--- config.mk ---
export PLATFORM = sky130hd
export DESIGN_NAME = tsw_top
export DESIGN_NICKNAME = d
export VERILOG_FILES = /design/src/tsw_pkg.sv /design/src/tsw_top.sv
export SDC_FILE = /design/constraint.sdc
export NUM_CORES = 2
export LEC_CHECK = 0
export BUFFER_PORTS_ARGS = -buffer_cell sky130_fd_sc_hd__buf_2
export CORE_MARGIN = 2
export CORE_UTILIZATION = 60
export DETAILED_ROUTE_END_ITERATION = 7
export GPL_ROUTABILITY_DRIVEN = 0
export PLACE_DENSITY = 0.78
export SETUP_SLACK_MARGIN = 0.05
export SYNTH_ARGS = -nofsm -noshare
export SYNTH_HDL_FRONTEND = slang
export SYNTH_SLANG_ARGS = --single-unit
--- constraint.sdc ---
create_clock -name pclk -period 6.3 [get_ports pclk]
set_input_delay 1.89 -clock pclk [delete_from_list [all_inputs] [get_ports pclk]]
set_output_delay 1.89 -clock pclk [all_outputs]
set_load 0.05 [all_outputs]
--- src/tsw_pkg.sv ---
// Constants, register map and state codes of the tone-switch trigger control.
// Assumes a 50 MHz APB clock shared by the synthesis engine and neighbour channels.
package tsw_pkg;
  localparam int CLK_HZ = 50_000_000;
  localparam int CLK_NS = 20;
  // Register byte offsets
  localparam logic [7:0] OFF_CTRL = 8'h00;
  localparam logic [7:0] OFF_CMD = 8'h04;
  localparam logic [7:0] OFF_TGEN = 8'h08;
  localparam logic [7:0] OFF_TLEN = 8'h0C;
  localparam logic [7:0] OFF_STAT = 8'h10;
  localparam logic [7:0] OFF_TONE = 8'h40;
  localparam logic [7:0] OFF_TONE_END = 8'h7C;
  // Control field positions
  localparam int CT_MODE = 0;
  localparam int CT_SRC = 2;
  localparam int CT_POL = 5;
  localparam int CT_HOLD_EN = 6;
  localparam int CT_HOLD_REM = 7;
  localparam int CT_WAVE = 8;
  localparam int CT_SYNC = 11;
  localparam int CT_TOUT = 14;
  localparam int CT_SLAVE = 16;
  localparam int CT_RGATE = 17;
  localparam int CT_W = 18;
  localparam int CMD_TRIG = 0;
  // Reset values
  localparam logic [CT_W-1:0] CTRL_RST = 18'h00000;
  localparam logic [24:0] TGEN_RST = 25'h00003E8;
  localparam logic [3:0] TLEN_RST = 4'h0;
  // Tone modes
  localparam logic [1:0] MD_OFF = 2'h0;
  localparam logic [1:0] MD_GATE = 2'h1;
  localparam logic [1:0] MD_TRIG = 2'h2;
  localparam logic [1:0] MD_FSK = 2'h3;
  // Trigger sources
  localparam logic [2:0] SRC_KEY = 3'h0;
  localparam logic [2:0] SRC_PREV = 3'h1;
  localparam logic [2:0] SRC_NEXT = 3'h2;
  localparam logic [2:0] SRC_TGEN = 3'h3;
  localparam logic [2:0] SRC_EXT = 3'h4;
  localparam logic [2:0] SRC_REM = 3'h5;
  // Waveform kinds
  localparam logic [2:0] WV_STD = 3'h0;
  localparam logic [2:0] WV_ARB = 3'h1;
  localparam logic [2:0] WV_PULSE = 3'h2;
  localparam logic [2:0] WV_PTRAIN = 3'h3;
  localparam logic [2:0] WV_SEQ = 3'h4;
  // Sync output choices
  localparam logic [2:0] SY_WAVE = 3'h0;
  localparam logic [2:0] SY_MARK = 3'h1;
  localparam logic [2:0] SY_BURST = 3'h2;
  localparam logic [2:0] SY_SEQ = 3'h3;
  localparam logic [2:0] SY_TRIG = 3'h4;
  localparam logic [2:0] SY_SWEEP = 3'h5;
  localparam logic [2:0] SY_PLOCK = 3'h6;
  localparam logic [2:0] SY_TGEN = 3'h7;
  // Trigger-out choices
  localparam logic [1:0] TO_WEND = 2'h0;
  localparam logic [1:0] TO_MARK = 2'h1;
  localparam logic [1:0] TO_SEQ = 2'h2;
  localparam logic [1:0] TO_BURST = 2'h3;
  // Tone list and synthesis
  localparam int TONES = 16;
  localparam int ARB_POINTS = 4096;
  localparam int ADDR_W = $clog2(ARB_POINTS);
  localparam logic [ADDR_W-1:0] SYNC_PTS = 12'h004;
  localparam longint TONE_MAX_HZ = 10_000_000;
  // 1 mHz lies below one phase step, so the smallest step stands for it
  localparam logic [31:0] TONE_INC_MIN = 32'h00000001;
  localparam logic [31:0] TONE_INC_MAX = 32'((TONE_MAX_HZ * 64'h100000000) / CLK_HZ);
  // Trigger generator
  localparam int TGEN_STEP_NS = 10_000;
  localparam int TGEN_TICK_CYC = (TGEN_STEP_NS + CLK_NS - 1) / CLK_NS;
  localparam logic [8:0] TGEN_TICK_LAST = 9'(TGEN_TICK_CYC - 1);
  // Tone state machine
  typedef enum logic [3:0] {
    TS_IDLE = 4'b0001,
    TS_PLAY = 4'b0010,
    TS_PEND = 4'b0100,
    TS_STOP = 4'b1000
  } tsw_state_t;
endpackage

--- src/tsw_top.sv ---
// Tone switching, trigger selection, hold and sync-out logic of one channel.
// Assumes APB master on pclk; neighbour triggers and engine flags are on pclk.
//
// The APB register port and the address map are this design's own decisions.
`timescale 1ns/1ps

// How it works
// - Up to sixteen tones, clamped to legal range
// - Gated: play while true, stop at cycle end
// - Triggered: later edges switch at cycle end
// - FSK: later edges switch tone immediately
// - Pulse, train and sequence refuse tone switching
// - Phase accumulator addresses 4096 resampled points
// - Six selectable trigger sources
// - Internal square generator in 10us period steps
// - External trigger polarity selectable
// - Hold freezes playback, release resumes there
// - Hold also from key and remote bit
// - Key or remote trigger while held restarts at first point
// - Per-channel hold input enable
// - Waveform sync square or first-points pulse
// - Position markers follow stored marker bits
// - Burst-done sync marks final burst cycle
// - Sequence sync marks end of sequence
// - Trigger sync copies trigger; sweep start pulse
// - Phase-lock sync rises at zero phase
// - Takes neighbour triggers, drives trigger out
// - Trigger out chosen per channel
// - Slave follows every master frequency change
module tsw_top
  import tsw_pkg::*;
(
  // APB
  input wire logic pclk,
  input wire logic presetn,
  input wire logic psel,
  input wire logic penable,
  input wire logic pwrite,
  input wire logic [7:0] paddr,
  input wire logic [31:0] pwdata,
  output logic [31:0] prdata,
  output logic pready,
  output logic pslverr,
  // Pins and keys, asynchronous
  input wire logic trig_in_pin,
  input wire logic hold_in_pin,
  input wire logic manual_trigger_key,
  input wire logic manual_hold_key,
  // Neighbour channels
  input wire logic trig_prev_in,
  input wire logic trig_next_in,
  output logic trig_out,
  input wire logic [31:0] master_freq_in,
  input wire logic master_freq_stb,
  output logic [31:0] freq_out,
  output logic freq_stb,
  // Synthesis engine
  input wire logic marker_in,
  input wire logic burst_last_in,
  input wire logic seq_end_in,
  input wire logic sweep_start_in,
  output logic [ADDR_W-1:0] wave_addr,
  output logic sync_out
);

  typedef struct packed {
    logic [CT_W-1:0] ctrl;
    logic [24:0] tgen_per;
    logic [3:0] tlen;
    logic [TONES-1:0][31:0] tones;
    logic [3:0] s1;
    logic [3:0] s2;
    logic trig_q;
    logic mtk_q;
    logic [31:0] acc;
    logic [3:0] idx;
    tsw_state_t fsm;
    logic [8:0] pre;
    logic [25:0] tcnt;
    logic tlev;
    logic [31:0] slave_inc;
    logic [31:0] prdata;
    logic sync_out;
    logic trig_out;
    logic [ADDR_W-1:0] wave_addr;
    logic [31:0] freq_out;
    logic freq_stb;
  } tsw_st_t;

  tsw_st_t r;
  tsw_st_t nx;

  logic [1:0] mode;
  logic [2:0] src;
  logic [2:0] wave;
  logic is_arb;
  logic refused;
  logic setup;
  logic access_ok;
  logic wr;
  logic mapped;
  logic rem_trig;
  logic ext_lvl;
  logic hold_pin;
  logic mtk_lvl;
  logic mhk_lvl;
  logic trig_lvl;
  logic rise;
  logic held;
  logic restart;
  logic running;
  logic [31:0] inc;
  logic [32:0] sum;
  logic wrap;
  logic advance;
  logic [3:0] idx_next;
  logic [31:0] wclamp;
  logic [31:0] rd;
  logic tick;
  logic htick;
  tsw_state_t fsm_nxt;

  localparam int TICK_GAP = TGEN_TICK_CYC - 1;

  assign mode = r.ctrl[CT_MODE +: 2];
  assign src = r.ctrl[CT_SRC +: 3];
  assign wave = r.ctrl[CT_WAVE +: 3];
  assign is_arb = (wave == WV_ARB);
  assign refused = (wave == WV_PULSE) || (wave == WV_PTRAIN) || (wave == WV_SEQ);

  // Zero-wait slave: read data is latched in the setup cycle
  assign pready = 1'b1;
  assign setup = psel && !penable;
  assign access_ok = psel && penable;
  assign mapped = (paddr[1:0] == 2'h0) && ((paddr <= OFF_STAT) ||
                  ((paddr >= OFF_TONE) && (paddr <= OFF_TONE_END)));
  assign pslverr = access_ok && !mapped;
  assign wr = access_ok && pwrite && mapped;
  assign rem_trig = wr && (paddr == OFF_CMD) && pwdata[CMD_TRIG];
  assign wclamp = (pwdata < TONE_INC_MIN) ? TONE_INC_MIN :
                  (pwdata > TONE_INC_MAX) ? TONE_INC_MAX : pwdata;

  // Only the second stage is read
  assign ext_lvl = r.s2[0] ^ r.ctrl[CT_POL];
  assign hold_pin = r.s2[1];
  assign mtk_lvl = r.s2[2];
  assign mhk_lvl = r.s2[3];

  always_comb begin
    case (src)
      SRC_KEY: trig_lvl = mtk_lvl;
      SRC_PREV: trig_lvl = trig_prev_in;
      SRC_NEXT: trig_lvl = trig_next_in;
      SRC_TGEN: trig_lvl = r.tlev;
      SRC_EXT: trig_lvl = ext_lvl;
      SRC_REM: trig_lvl = r.ctrl[CT_RGATE];
      default: trig_lvl = 1'b0;
    endcase
  end

  // A remote trigger command also counts as an edge of the remote source
  assign rise = (trig_lvl && !r.trig_q) || ((src == SRC_REM) && rem_trig);
  assign held = (r.ctrl[CT_HOLD_EN] && !hold_pin) || mhk_lvl || r.ctrl[CT_HOLD_REM];
  assign restart = held && ((mtk_lvl && !r.mtk_q) || rem_trig);
  assign running = (mode == MD_OFF) || refused || (r.fsm != TS_IDLE);
  assign inc = r.ctrl[CT_SLAVE] ? r.slave_inc : r.tones[r.idx];
  assign sum = {1'b0, r.acc} + {1'b0, inc};
  assign wrap = running && !held && sum[32];
  assign idx_next = (r.idx == r.tlen) ? 4'h0 : r.idx + 4'h1;
  assign tick = (r.pre == TGEN_TICK_LAST);
  // Half steps let a one-step period still make a square wave
  assign htick = tick || (r.pre == (TGEN_TICK_LAST >> 1));

  always_comb begin
    rd = 32'h00000000;
    if (paddr == OFF_CTRL) begin
      rd[CT_W-1:0] = r.ctrl;
    end else if (paddr == OFF_TGEN) begin
      rd[24:0] = r.tgen_per;
    end else if (paddr == OFF_TLEN) begin
      rd[3:0] = r.tlen;
    end else if (paddr == OFF_STAT) begin
      rd[11:0] = {trig_lvl, r.tlev, refused, held, r.fsm, r.idx};
    end else if (paddr >= OFF_TONE && paddr <= OFF_TONE_END) begin
      rd = r.tones[paddr[5:2]];
    end
  end

  // Tone sequencing
  always_comb begin
    advance = 1'b0;
    fsm_nxt = r.fsm;
    if (mode == MD_OFF || refused) begin
      fsm_nxt = TS_IDLE;
    end else begin
      case (r.fsm)
        TS_IDLE: begin
          if ((mode == MD_GATE) ? trig_lvl : rise) begin
            fsm_nxt = TS_PLAY;
          end
        end
        TS_PLAY: begin
          if (mode == MD_GATE && !trig_lvl) begin
            fsm_nxt = TS_STOP;
          end else if (mode == MD_TRIG && rise) begin
            fsm_nxt = TS_PEND;
          end else if (mode == MD_FSK && rise) begin
            advance = 1'b1;
          end
        end
        TS_PEND: begin
          if (mode != MD_TRIG) begin
            fsm_nxt = TS_PLAY;
          end else if (wrap) begin
            advance = 1'b1;
            fsm_nxt = TS_PLAY;
          end
        end
        TS_STOP: begin
          if (mode != MD_GATE || trig_lvl) begin
            fsm_nxt = TS_PLAY;
          end else if (wrap) begin
            advance = 1'b1;
            fsm_nxt = TS_IDLE;
          end
        end
        default: fsm_nxt = TS_IDLE;
      endcase
    end
  end

  always_comb begin
    nx.fsm = fsm_nxt;
    nx.ctrl = r.ctrl;
    nx.tgen_per = r.tgen_per;
    nx.tlen = r.tlen;
    nx.tones = r.tones;
    nx.prdata = setup ? rd : r.prdata;
    if (wr) begin
      if (paddr == OFF_CTRL) begin
        nx.ctrl = pwdata[CT_W-1:0];
      end else if (paddr == OFF_TGEN) begin
        nx.tgen_per = (pwdata[24:0] == 25'h0) ? 25'h0000001 : pwdata[24:0];
      end else if (paddr == OFF_TLEN) begin
        nx.tlen = pwdata[3:0];
      end else if (paddr >= OFF_TONE) begin
        nx.tones[paddr[5:2]] = wclamp;
      end
    end
    nx.s1 = {manual_hold_key, manual_trigger_key, hold_in_pin, trig_in_pin};
    nx.s2 = r.s1;
    nx.trig_q = trig_lvl;
    nx.mtk_q = mtk_lvl;
    nx.idx = advance ? idx_next : r.idx;
    if (r.idx > r.tlen) begin
      nx.idx = 4'h0;
    end
    // Phase accumulator: top bits address the 4096-point table
    if (restart) begin
      nx.acc = 32'h00000000;
    end else if (running && !held) begin
      nx.acc = sum[31:0];
    end else begin
      nx.acc = r.acc;
    end
    nx.wave_addr = nx.acc[31 -: ADDR_W];
    // Trigger generator square wave
    nx.pre = tick ? 9'h000 : r.pre + 9'h001;
    nx.tcnt = r.tcnt;
    nx.tlev = r.tlev;
    if (htick) begin
      nx.tcnt = (r.tcnt >= {r.tgen_per, 1'b0} - 26'h0000001) ? 26'h0000000 : r.tcnt + 26'h0000001;
      // Low for the first half period, high for the second
      nx.tlev = (nx.tcnt >= {1'b0, r.tgen_per}) ? 1'b1 : 1'b0;
    end
    nx.slave_inc = master_freq_stb ? master_freq_in : r.slave_inc;
    nx.freq_out = inc;
    nx.freq_stb = (inc != r.freq_out);
    case (r.ctrl[CT_SYNC +: 3])
      SY_WAVE: nx.sync_out = is_arb ? (r.wave_addr < SYNC_PTS) : !r.acc[31];
      SY_MARK: nx.sync_out = is_arb ? marker_in : wrap;
      SY_BURST: nx.sync_out = burst_last_in;
      SY_SEQ: nx.sync_out = seq_end_in;
      SY_TRIG: nx.sync_out = trig_lvl;
      SY_SWEEP: nx.sync_out = sweep_start_in;
      SY_PLOCK: nx.sync_out = !r.acc[31];
      SY_TGEN: nx.sync_out = r.tlev;
      default: nx.sync_out = 1'b0;
    endcase
    case (r.ctrl[CT_TOUT +: 2])
      TO_WEND: nx.trig_out = wrap;
      TO_MARK: nx.trig_out = marker_in;
      TO_SEQ: nx.trig_out = seq_end_in;
      TO_BURST: nx.trig_out = burst_last_in;
      default: nx.trig_out = 1'b0;
    endcase
  end

  always_ff @(posedge pclk or negedge presetn) begin
    if (!presetn) begin
      r <= '0;
      r.ctrl <= CTRL_RST;
      r.tgen_per <= TGEN_RST;
      r.tlen <= TLEN_RST;
      r.fsm <= TS_IDLE;
      r.tones <= {TONES{TONE_INC_MIN}};
    end else begin
      r <= nx;
    end
  end

  assign prdata = r.prdata;
  assign sync_out = r.sync_out;
  assign trig_out = r.trig_out;
  assign wave_addr = r.wave_addr;
  assign freq_out = r.freq_out;
  assign freq_stb = r.freq_stb;
endmodule // tsw_top
==> reports/metrics.cfg <==
[outcome]
status=complete, no violations

[yosys]
synth_seq_cells=744
async_flop_share_pct=100.0
synth_cell_types=73
synth_seq_area_share_pct=46.28
synth_warnings=0
synth-edff-count=0
avgSynthCellArea_um2=10.80
syn_nets=3911
ys.flop_type=dfrtp_1
syn_inst=3731
synth.cell_area_um2=40290

[critical_path]
cp.arrival_ns=6.25
critPathKind=register to register
r2r-end=r[111]
ff2ff_setup_slack_ns=0.54
ff2ff_path_depth=25
end_kind=register
r2r-start=r[717]
cp_data_required_time_ns=6.79
worstSetupStartpoint=r[717]
crit_fanout=16
cp-start-kind=register
crit_end=r[111]

[drt]
wire_per_inst_um=25.77
ant_nets=0
first_pass_iters=7
via_count=31370
dr.first_iter.drc_count=3800
drt_wl_total_um=119800
drc=0
via_per_inst=6.751

[floorplan]
die_w_um=263.1
rows=95
fp.coreArea_um2=66800
die_area_um2=69250
ioPinCount=169
initial_core_util_pct=60.32
die_y_um=263.1

[sta]
hold_viol=0
drv_slew=0
max_freq_ghz=0.1736
worst_pin_slew_ns=1.214
rsz0062_at_grt=false
fin_crit_ns=5.760
finalSetupViolations=0
max_slew_margin_pct=18.64
tns_ns=0
skew_ns=0.02955
period_share_pct=91.43

[grt]
grt.overflow.total=0
grt_max_degree=138
grt_pass1_vias=31070
grt_first_pass_wirelength_um=186600
grt_util_all_layers_pct=35.15
antenna_found_initial=9

[clock_network]
clk_pin_slew_ns=0.06
clkSinkCount=744
h-tree-depth=3
cts_buffer_depth=3
root_buffer=clkbuf_16
cts_tree=yes
cts_made_buffers=78
clock_latency_ns=0.64
cts_setup_buffers=0

[power_and_ir_drop]
swShare_pct=24.69
power.leakage_nw=19.43
power.density_nw_per_um2=238.0
pwr-share-comb_pct=7.7
ir_drop_mv=0.1786
intPower_w=0.007895
pwr-share-clk_pct=44.6
share_seq_of_total_power_pct=47.7
power_switching_w=0.002589

[final_layout]
layout_common_cells=dfrtp_1 (716), nand2_1 (682), o21ai_0 (637)
nets=3893
fin_area_um2=44040
final_common_cell=dfrtp_1
drive_above_1_share_pct=21.45
areaGrowthSynthToFinish_pct=9.300

[job]
max_cap_violations=0

[placement]
dp_hpwl_um=78770
placed_area_um2=41450
port_buffers=167

[hold_path]
hold_class=register to register

==> logic make-up (layout without fill, tap and decap cells) <==
| family | after synthesis | count (layout) | synth area share, % |
|---|---|---|---|
| and+or+nand+nor | 1060 | 1060 | 11.42 |
| AOI/OAI and AO/OA | 912 | 912 | 12.84 |
| DFF | 744 | 744 | 46.28 |
| buffers and inverters | 417 | 458 | 4.723 |
| muxes | 390 | 390 | 19.35 |
| xor gates and xnor gates | 115 | 115 | 2.500 |
| adders and majority gates | 92 | 92 | 2.875 |
| other | 1 | 3 | 0.009307 |
==> cell type report <==
| cell class | instances | area (µm²) |
|---|---|---|
| fillers | 4801 | 22760 |
| multi-input cells | 2570 | 19830 |
| flip-flops and latches | 744 | 18660 |
| clock buffers | 116 | 2298 |
| repair buffers | 255 | 1638 |
| well taps | 873 | 1092 |
| clock inverters | 23 | 275.3 |
| inverters | 64 | 240.2 |
| diodes | 2 | 5.005 |
==> state kept, by name, indices dropped and copies added, names as in the netlist, 2 cells and up <==
| signal | flops |
|---|---|
| r | 668 |
| freq_out | 32 |
| prdata | 32 |
| nx | 4 |
| mode | 2 |
==> stage by stage <==
stage               hold slack (ns)  util, %  setup slack [ns]  cells  power [W]
global route                 0.3607    65.92            0.1374   4646    0.01079
finish                       0.3490    65.93            0.5401   4647    0.01048
detailed placement           0.3426    62.05            0.3204   4506   0.005876
floorplan                    0.3312        -            0.7360   3731   0.005556
CTS                          0.3517    65.90            0.2532   4645    0.01049
global placement             0.3364    62.05            0.4592   4506   0.005857
==> synth_stat cells, drive strengths merged, types with 14 or more instances <==
cell | n | area share, %
dfstp | 23 | 1.5
nor2 | 110 | 1.0
nand3 | 38 | 0.47
nor4 | 29 | 0.47
and2 | 39 | 0.61
ha | 91 | 2.8
xor2 | 41 | 0.89
dfrtp | 721 | 45
nor2b | 27 | 0.42
nand2b | 20 | 0.31
a22oi | 18 | 0.34
and3 | 20 | 0.31
mux2 | 76 | 2.1
o21ai | 638 | 7.9
nor3 | 27 | 0.34
xnor2 | 74 | 1.6
nand4 | 27 | 0.42
mux4 | 303 | 17
nand2 | 687 | 6.4
a21oi | 83 | 1.0
o31ai | 14 | 0.26
clkbuf | 229 | 2.1
buf | 124 | 2.0
a21o | 29 | 0.54
inv | 64 | 0.60
a22o | 21 | 0.46
a222oi | 14 | 0.35
==> worst min path at each step <==
stage	from	endpoint	slack, ns	depth (start not counted)
6_report	nx[192]	mhk_lvl	0.35	0
5_1_grt	nx[190]	hold_pin	0.36	0
4_1_cts	nx[192]	mhk_lvl	0.35	0
3_5_place_dp	nx[192]	mhk_lvl	0.34	0
3_3_place_gp	nx[190]	hold_pin	0.34	0
2_1_floorplan	nx[190]	hold_pin	0.33	0
==> power groups by stage <==
stage / Combinational [W] / Clock [W] / Sequential, W
after global placement: 0.000787 / 0 / 0.00507
after global routing: 0.000875 / 0.00491 / 0.00500
after detailed placement: 0.000800 / 0 / 0.00508
after CTS: 0.000805 / 0.00470 / 0.00499
final: 0.000810 / 0.00468 / 0.00500
after floorplan: 0.000496 / 0 / 0.00506
==> critical path, stage by stage, from the launching register on <==
cell       delay [ns]
dfrtp_1          0.43
inv_1            0.13
nand4_1          0.18
nor4_1           0.34
nand2_1          0.17
or4_1            0.49
nor4_1           0.26
xnor2_1          0.12
ha_1             0.30
nand4_1          0.13
nor2_1           0.17
o2111ai_1        0.13
a31oi_1          0.17
o2111ai_1        0.16
o2111ai_1        0.27
and2_4           0.37
nor2_1           0.08
ha_1             0.28
a21o_1           0.15
a21oi_1          0.16
o21ai_0          0.11
o2111ai_1        0.09
a21oi_1          0.12
nor4_2           0.36
nor4b_1          0.11
o32a_1           0.34
==> layer usage <==
metal  track usage [%]  wire length [µm]  vias to the layer above
met5                 0                65                        -
li1                  -                 -                    13400
met1             46.73             44280                    15560
met3             9.952             14280                      464
met4             19.24              7423                       10
met2             52.77             53720                     1940
==> what timing repair did <==
action | 4_1_cts | 5_1_grt
endpoints found under the setup margin | 0 | 1
hold buffers | 0 | 0
gates resized for setup | 0 | 4
No activity file was read; power rests on OpenSTA's default activity.
